===== src/rtl/sar_seq_defs.svh =====
// Purpose: Constants for the successive approximation conversion sequencer
// Assumes: System clock of 40 MHz (25 ns period)
// Notes:   Times are in nanoseconds; cycle counts derive from them
`ifndef SAR_SEQ_DEFS_SVH
`define SAR_SEQ_DEFS_SVH

`define SAR_CLK_PERIOD_NS 25
`define SAR_RES_BITS 12
`define SAR_STEPS 13
// Internal clock near 1.9 MHz: 526 ns period
`define SAR_BIT_PERIOD_NS 526
// Post-decision delay before the busy flag falls
`define SAR_FLAG_DELAY_NS 40
// Least times round up to whole system cycles
`define SAR_BIT_CYCLES \
  ((`SAR_BIT_PERIOD_NS + `SAR_CLK_PERIOD_NS - 1) / `SAR_CLK_PERIOD_NS)
`define SAR_DELAY_CYCLES \
  ((`SAR_FLAG_DELAY_NS + `SAR_CLK_PERIOD_NS - 1) / `SAR_CLK_PERIOD_NS)
`define SAR_RESULT_RST 12'hfff

`endif


===== src/rtl/sar_seq_pkg.sv =====
// Purpose: Types for the successive approximation conversion sequencer
// Assumes: Nothing beyond the constants header
// Notes:   Result word carries code and its inverted top bit
package sar_seq_pkg;

  typedef enum logic [1:0] {
    st_idle,
    st_arm,
    st_run,
    st_hold
  } seq_state_type;

  // Parallel result group, negative-true
  typedef struct packed {
    logic [11:0] code;
    logic msb_inv;
  } result_type;

endpackage


===== src/rtl/sar_bit_timer.sv =====
// Purpose: Gated internal conversion clock
// Assumes: Enable held high for the whole conversion
// Notes:   Output low while gated off; tick marks each rising edge
`timescale 1ns/1ps
module sar_bit_timer #(
  parameter int PERIOD = 22 // System cycles per internal clock period
) (
  input wire logic i_clk, // System clock
  input wire logic i_rstn, // Async reset, active low
  input wire logic i_run, // Removes the clock inhibit
  output logic o_tick, // One-cycle pulse at internal rising edge
  output logic o_clk // Gated internal clock, low when idle
);

  localparam int CW = $clog2(PERIOD + 1);

  initial begin
    if (PERIOD < 2) begin
      $error("sar_bit_timer: PERIOD must be at least 2");
    end
  end

  logic [CW-1:0] cnt_ff;
  logic clk_ff;

  // Period counter restarts whenever the inhibit is applied
  always_ff @(posedge i_clk or negedge i_rstn) begin
    if (!i_rstn) begin
      cnt_ff <= '0;
    end else if (!i_run || cnt_ff == CW'(PERIOD - 1)) begin
      cnt_ff <= '0;
    end else begin
      cnt_ff <= cnt_ff + CW'(1);
    end
  end

  // High during the first half of each period, low when inhibited
  always_ff @(posedge i_clk or negedge i_rstn) begin
    if (!i_rstn) begin
      clk_ff <= 1'b0;
    end else begin
      clk_ff <= i_run && (cnt_ff < CW'(PERIOD / 2));
    end
  end

  assign o_tick = i_run && cnt_ff == '0;
  assign o_clk = clk_ff;

endmodule // sar_bit_timer


===== src/rtl/sar_conversion_sequencer.sv =====
// Purpose: Control logic of a 12-bit successive approximation converter
// Assumes: Convert pulse synchronous to i_clk; comparator sampled directly
// Notes:   Results are negative-true; busy falls a fixed delay after
//          the last decision so the host can latch on its falling edge
`timescale 1ns/1ps
`include "sar_seq_defs.svh"

module sar_conversion_sequencer
  import sar_seq_pkg::*;
#(
  parameter int BITS = `SAR_RES_BITS, // Result width
  parameter int BIT_CYCLES = `SAR_BIT_CYCLES, // Internal clock period
  parameter int DELAY_CYCLES = `SAR_DELAY_CYCLES // Post-decision delay
) (
  input wire logic i_clk, // System clock, 40 MHz
  input wire logic i_rstn, // Async reset, active low
  input wire logic i_convert, // Convert command, positive pulse
  input wire logic i_comp_high, // Comparator: input above feedback level
  input wire logic [3:0] i_short_bits, // Bits to convert, 0 means all
  output logic o_busy, // High while converting
  output logic o_int_clk, // Gated internal clock
  output logic [BITS-1:0] o_dac_code, // Feedback converter inputs
  output sar_seq_pkg::result_type o_result // Negative-true result
);

  import sar_seq_pkg::*;

  // ------------------------------------------------------------
  // Elaboration checks
  // ------------------------------------------------------------
  initial begin
    if (BITS != 12) begin
      $error("sar_conversion_sequencer: BITS must be 12");
    end
    if (BIT_CYCLES < 2 || DELAY_CYCLES < 1) begin
      $error("sar_conversion_sequencer: timing counts too small");
    end
  end

  localparam int DW = $clog2(DELAY_CYCLES + 1);

  seq_state_type state_ff;
  logic conv_d_ff;
  logic [BITS-1:0] sar_ff;
  logic [3:0] step_ff;
  logic [DW-1:0] dly_ff;
  logic busy_ff;
  logic tick;
  logic conv_fall;
  logic [3:0] last_step;

  // Trailing edge of the convert command starts a conversion
  assign conv_fall = conv_d_ff && !i_convert;

  // Short cycle selects the step of the final decision
  assign last_step = (i_short_bits == 4'h0 || i_short_bits > 4'hc)
                     ? 4'hc : i_short_bits;

  // ------------------------------------------------------------
  // Gated internal clock
  // ------------------------------------------------------------
  sar_bit_timer #(
    .PERIOD(BIT_CYCLES)
  ) u_timer (
    .i_clk(i_clk),
    .i_rstn(i_rstn),
    .i_run(state_ff == st_run),
    .o_tick(tick),
    .o_clk(o_int_clk)
  );

  // ------------------------------------------------------------
  // Command edge detect
  // ------------------------------------------------------------
  always_ff @(posedge i_clk or negedge i_rstn) begin
    if (!i_rstn) begin
      conv_d_ff <= 1'b0;
    end else begin
      conv_d_ff <= i_convert;
    end
  end

  // ------------------------------------------------------------
  // Sequence control
  // ------------------------------------------------------------
  // Command arms, trailing edge runs, last decision waits the delay
  always_ff @(posedge i_clk or negedge i_rstn) begin
    if (!i_rstn) begin
      state_ff <= st_idle;
    end else if (conv_fall) begin
      state_ff <= st_run;
    end else begin
      case (state_ff)
        st_idle: begin
          if (i_convert) begin
            state_ff <= st_arm;
          end
        end
        st_arm: begin
          state_ff <= st_arm;
        end
        st_run: begin
          if (tick && step_ff == last_step) begin
            state_ff <= st_hold;
          end
        end
        st_hold: begin
          if (dly_ff == DW'(DELAY_CYCLES - 1)) begin
            state_ff <= st_idle;
          end
        end
        default: begin
          state_ff <= st_idle;
        end
      endcase
    end
  end

  // Step counter, one step per internal clock rising edge
  always_ff @(posedge i_clk or negedge i_rstn) begin
    if (!i_rstn) begin
      step_ff <= 4'h0;
    end else if (conv_fall) begin
      step_ff <= 4'h0;
    end else if (state_ff == st_run && tick) begin
      step_ff <= step_ff + 4'h1;
    end
  end

  // Post-decision delay counter
  always_ff @(posedge i_clk or negedge i_rstn) begin
    if (!i_rstn) begin
      dly_ff <= '0;
    end else if (state_ff == st_hold) begin
      dly_ff <= dly_ff + DW'(1);
    end else begin
      dly_ff <= '0;
    end
  end

  // Busy flag: high from command until the delay expires; a command
  // seen in the final delay cycle wins over the clear
  always_ff @(posedge i_clk or negedge i_rstn) begin
    if (!i_rstn) begin
      busy_ff <= 1'b0;
    end else begin
      busy_ff <= i_convert || (state_ff != st_idle
        && !(state_ff == st_hold && dly_ff == DW'(DELAY_CYCLES - 1)));
    end
  end

  // ------------------------------------------------------------
  // Approximation register
  // ------------------------------------------------------------
  // Stored negative-true: a 0 means the bit is kept
  always_ff @(posedge i_clk or negedge i_rstn) begin
    if (!i_rstn) begin
      sar_ff <= `SAR_RESULT_RST;
    end else if (conv_fall) begin
      sar_ff <= `SAR_RESULT_RST;
    end else if (state_ff == st_run && tick) begin
      for (int n = 0; n < BITS; n++) begin
        if (step_ff == 4'h0) begin
          // Try top bit (active low), others off
          sar_ff[n] <= (n == BITS - 1) ? 1'b0 : 1'b1;
        end else if (n == BITS - int'(step_ff)) begin
          // Keep when input is above the trial level
          sar_ff[n] <= !i_comp_high;
        end else if (n == BITS - 1 - int'(step_ff)) begin
          sar_ff[n] <= 1'b0;
        end
      end
    end
  end

  // ------------------------------------------------------------
  // Outputs
  // ------------------------------------------------------------
  assign o_busy = busy_ff;
  assign o_dac_code = ~sar_ff;
  assign o_result.code = sar_ff;
  assign o_result.msb_inv = ~sar_ff[BITS-1];

endmodule // sar_conversion_sequencer


===== config.mk =====
export PLATFORM = sky130hd
export DESIGN_NAME = sar_conversion_sequencer
export DESIGN_NICKNAME = d
export VERILOG_FILES = /design/src/rtl/sar_seq_pkg.sv /design/src/rtl/sar_bit_timer.sv /design/src/rtl/sar_conversion_sequencer.sv
export VERILOG_INCLUDE_DIRS = /design/src /design/src/rtl
export SDC_FILE = /design/constraint.sdc
export NUM_CORES = 1
export LEC_CHECK = 0
export ABC_AREA = 1
export BUFFER_PORTS_ARGS = -buffer_cell sky130_fd_sc_hd__buf_2
export CAP_MARGIN = 20
export CORE_MARGIN = 5
export CORE_UTILIZATION = 25
export DETAILED_ROUTE_END_ITERATION = 12
export HOLD_SLACK_MARGIN = 0.02
export SYNTH_ARGS = -nofsm -noshare
export SYNTH_HDL_FRONTEND = slang
export SYNTH_SLANG_ARGS = --single-unit
export TNS_END_PERCENT = 20

===== constraint.sdc =====
create_clock -name i_clk -period 2.09 [get_ports i_clk]
set_input_delay 0.627 -clock i_clk [delete_from_list [all_inputs] [get_ports i_clk]]
set_output_delay 0.627 -clock i_clk [all_outputs]
set_load 0.005 [all_outputs]

==> run_results.csv <==
group,metric,value,unit
outcome,status,"completed",
power_and_ir_drop,p_total,3.00,mW
timing,rsz0062_at_grt,"false",
placement,port_buffers,34,
global_routing,grt-ovfl-total,0,
placement,dpl_cell_area,2260,µm²
route,drc,0,
yosys,synth.top_cells.by_area,"dfrtp_1 20%, nand2_1 16%, dfstp_2 16%",
clock_network,cts_hold_buf,0,
die,core-area,7810,µm²
worst_setup_path,critPathSlowestCell,"dfrtp_1",
timing,skew,0.00652,ns
worst_setup_path,crit_path_frequent_cell,"nand2_1",
worst_setup_path,required,2.32,ns
die,die_h,100,µm
clock_network,ctsResizeCount,0,
worst_setup_path,crit_chain,"inv_1 > ha_1 > inv_2 > nor2_4 > nor2_8 > nand3_1 > o21ai_0 > nand2_1 > nand2_1",
worst_setup_path,worstPathArrival,2.04,ns
yosys,synthArstFlopShare,100,%
die,start_util,26.0,%
yosys,synth.net_count,300,
clock_network,clk_path_buf_depth,2,
yosys,postSynthCellCount,282,
worst_setup_path,cp_slowest_stage_delay,0.48,ns
route,routed_via_density,4.33,
timing,tightest_slew,0.631,ns
yosys,ys_ff_latch,28,
global_routing,grt_first_pass_wirelength,7.91,mm
die,die_area,10000,µm²
clock_network,cts-htree-levels,1,
worst_setup_path,rr_startpoint,"step_ff[0]",
yosys,synth_top_area_share,19.8,%
power_and_ir_drop,p_leak,1.24,nW
yosys,yosysSeqAreaShare,35.3,%
layout,nNetsFinal,332,
worst_setup_path,startpoint_type,"flop",
route,wl,4.54,mm
min_path,hp-class,"input port to asynchronous set/reset pin",
timing,setup_viol,0,
clock_network,clk_latency,0.28,ns
die,io_pins,35,
clock_network,numCtsBuffers,3,
yosys,synth_top_area_cell,"dfrtp_1",
timing,fmax,553,MHz
power_and_ir_drop,vdd_drop_max,512,µV
yosys,avgSynthCellArea,7.19,µm²
layout,n_fill_cell,864,
die,floorplan.die.width,100,µm
worst_setup_path,worstRegToRegCells,9,
yosys,ys.flop_type,"dfrtp_1",
timing,setup_ws,0.283,ns
layout,num_antenna_cells,0,
layout,layout_commonest_cell,"nand2_1",
clock_network,post_cts_buffers,0,
placement,place_congestion,0.894,
global_routing,grt_use_total,9.43,%
clock_network,cts.sinks,28,
power_and_ir_drop,powerDensity,1290,nW/µm²
timing,final.setup.tns,0,ns
yosys,netlist_area,2030,µm²
layout,final_cell_mix,"87 x nand2_1, 39 x inv_1, 34 x buf_2",
die,rows,32,
route,antenna_left,0,
clock_network,path_clk_slew,0.11,ns
placement,place_ws,0.311,ns
timing,drv_slew,0,
worst_setup_path,path_max_fanout,9,
global_routing,grt_max_degree,29,
timing,final_hold_viol_count,0,
clock_network,cts_root_buf,"clkbuf_8",
job,maxCapViolCount,0,
yosys,yosysWarnings,0,
global_routing,antenna_found_initial,0,
timing,slew_headroom,57.9,%
clock_network,cts_tree,"built",
route,drt_pass1_iterations,4,
worst_setup_path,timing.critical_path.from,"step_ff[0]",
worst_setup_path,endpoint_kind,"flop",
layout,area_growth,14.9,%
timing,finalCritPeriodShare,86.5,%
layout,fin_area,2330,µm²
layout,drive_gt1_share,25.9,%
worst_setup_path,criticalPathCategory,"flop to flop",
timing,fin_crit,1.81,ns
route,drtIter0Drc,74,
route,routed-via-count,1799,
route,drt-wirelength-per-cell,10.9,µm
yosys,synthDistinctLibCells,34,
placement,dp_hpwl,3.51,mm
global_routing,grt_pass1_vias,1773,
yosys,synth_edf_count,0,
-- flip-flops by register name, indices dropped and copies added (netlist names) --
name and flops:
state_ff 2, dly_ff 2, u_timer.o_clk 1, u_timer.cnt_ff 5, step_ff 4, o_busy 1, conv_d_ff 1, sar_ff 12
-- layout make-up --
cell class              instances  area [µm²]  share of cell area [%]
inverters                      48         185                    7.95
clock inverters                 1        30.0                    1.29
flip-flops and latches         28         716                    30.7
multi-input cells             199        1060                    45.5
clock buffers                   3        41.3                    1.77
repair buffers                 34         170                    7.31
well taps                     102         128                    5.48
-- power by group --
| part | internal, mW | switching [mW] |
|---|---|---|
| logic | 0.622 | 0.999 |
| clock network | 0.257 | 0.183 |
| registers | 0.786 | 0.154 |
-- Yosys cell counts (2+ instances only) --
cell     count
nand2_1     87
inv_1       39
nand3_1     22
nor2_1      20
dfrtp_1     16
o21ai_1     13
dfstp_2     12
ha_1        10
o21ai_0      9
inv_2        7
a21oi_1      5
a31oi_1      4
nor2_4       4
a21oi_2      3
buf_6        3
nand2_2      3
nor3_1       3
buf_4        2
inv_4        2
nand3_2      2
nor2_2       2
or2_2        2
-- logic make-up (layout without fill, tap and decap cells) --
logic type	Yosys count	count (layout)	synth area share (%)
flops	28	28	35.3
buf+inv	55	86	12.5
compound gates	38	38	10.8
xor+xnor	1	1	0.432
simple gates	150	150	34.8
fa+ha+maj	10	10	6.17
-- final timing paths --
kind                               to  slack, ns
max reg2reg                sar_ff[11]       0.28
max                        sar_ff[11]       0.28
min in group i_clk          dly_ff[0]       0.44
max in group asynchronous   dly_ff[0]       1.33
min reg2reg                 dly_ff[0]       0.44
min                        step_ff[2]       0.36
-- per-stage QoR --
step / util [%] / hold slack (ns) / std cells
finish: 29.8 / 0.357 / 415
global route: 29.8 / 0.412 / 415
CTS: 29.8 / 0.393 / 415
detailed placement: 28.9 / 0.441 / 411
global placement: 28.9 / 0.423 / 411
floorplan: - / 0.331 / 282
-- worst max-delay path, delay by kind of cell (launching register included) --
family / cells / cell delay, ns
simple gates: 5 / 0.50
flops: 1 / 0.48
fa+ha+maj: 1 / 0.32
buf+inv: 2 / 0.29
compound gates: 1 / 0.17
-- per-layer routing --
| layer | up-vias | GRT usage (%) | wire, µm |
|---|---|---|---|
| met4 | 0 | 1.35 | 44 |
| met3 | 5 | 2.22 | 221 |
| li1 | 937 | - | - |
| met2 | 42 | 17.3 | 2240 |
| met1 | 815 | 11.4 | 2030 |
| met5 | - | 0 | 0 |
(Power assumes the default switching activity.)
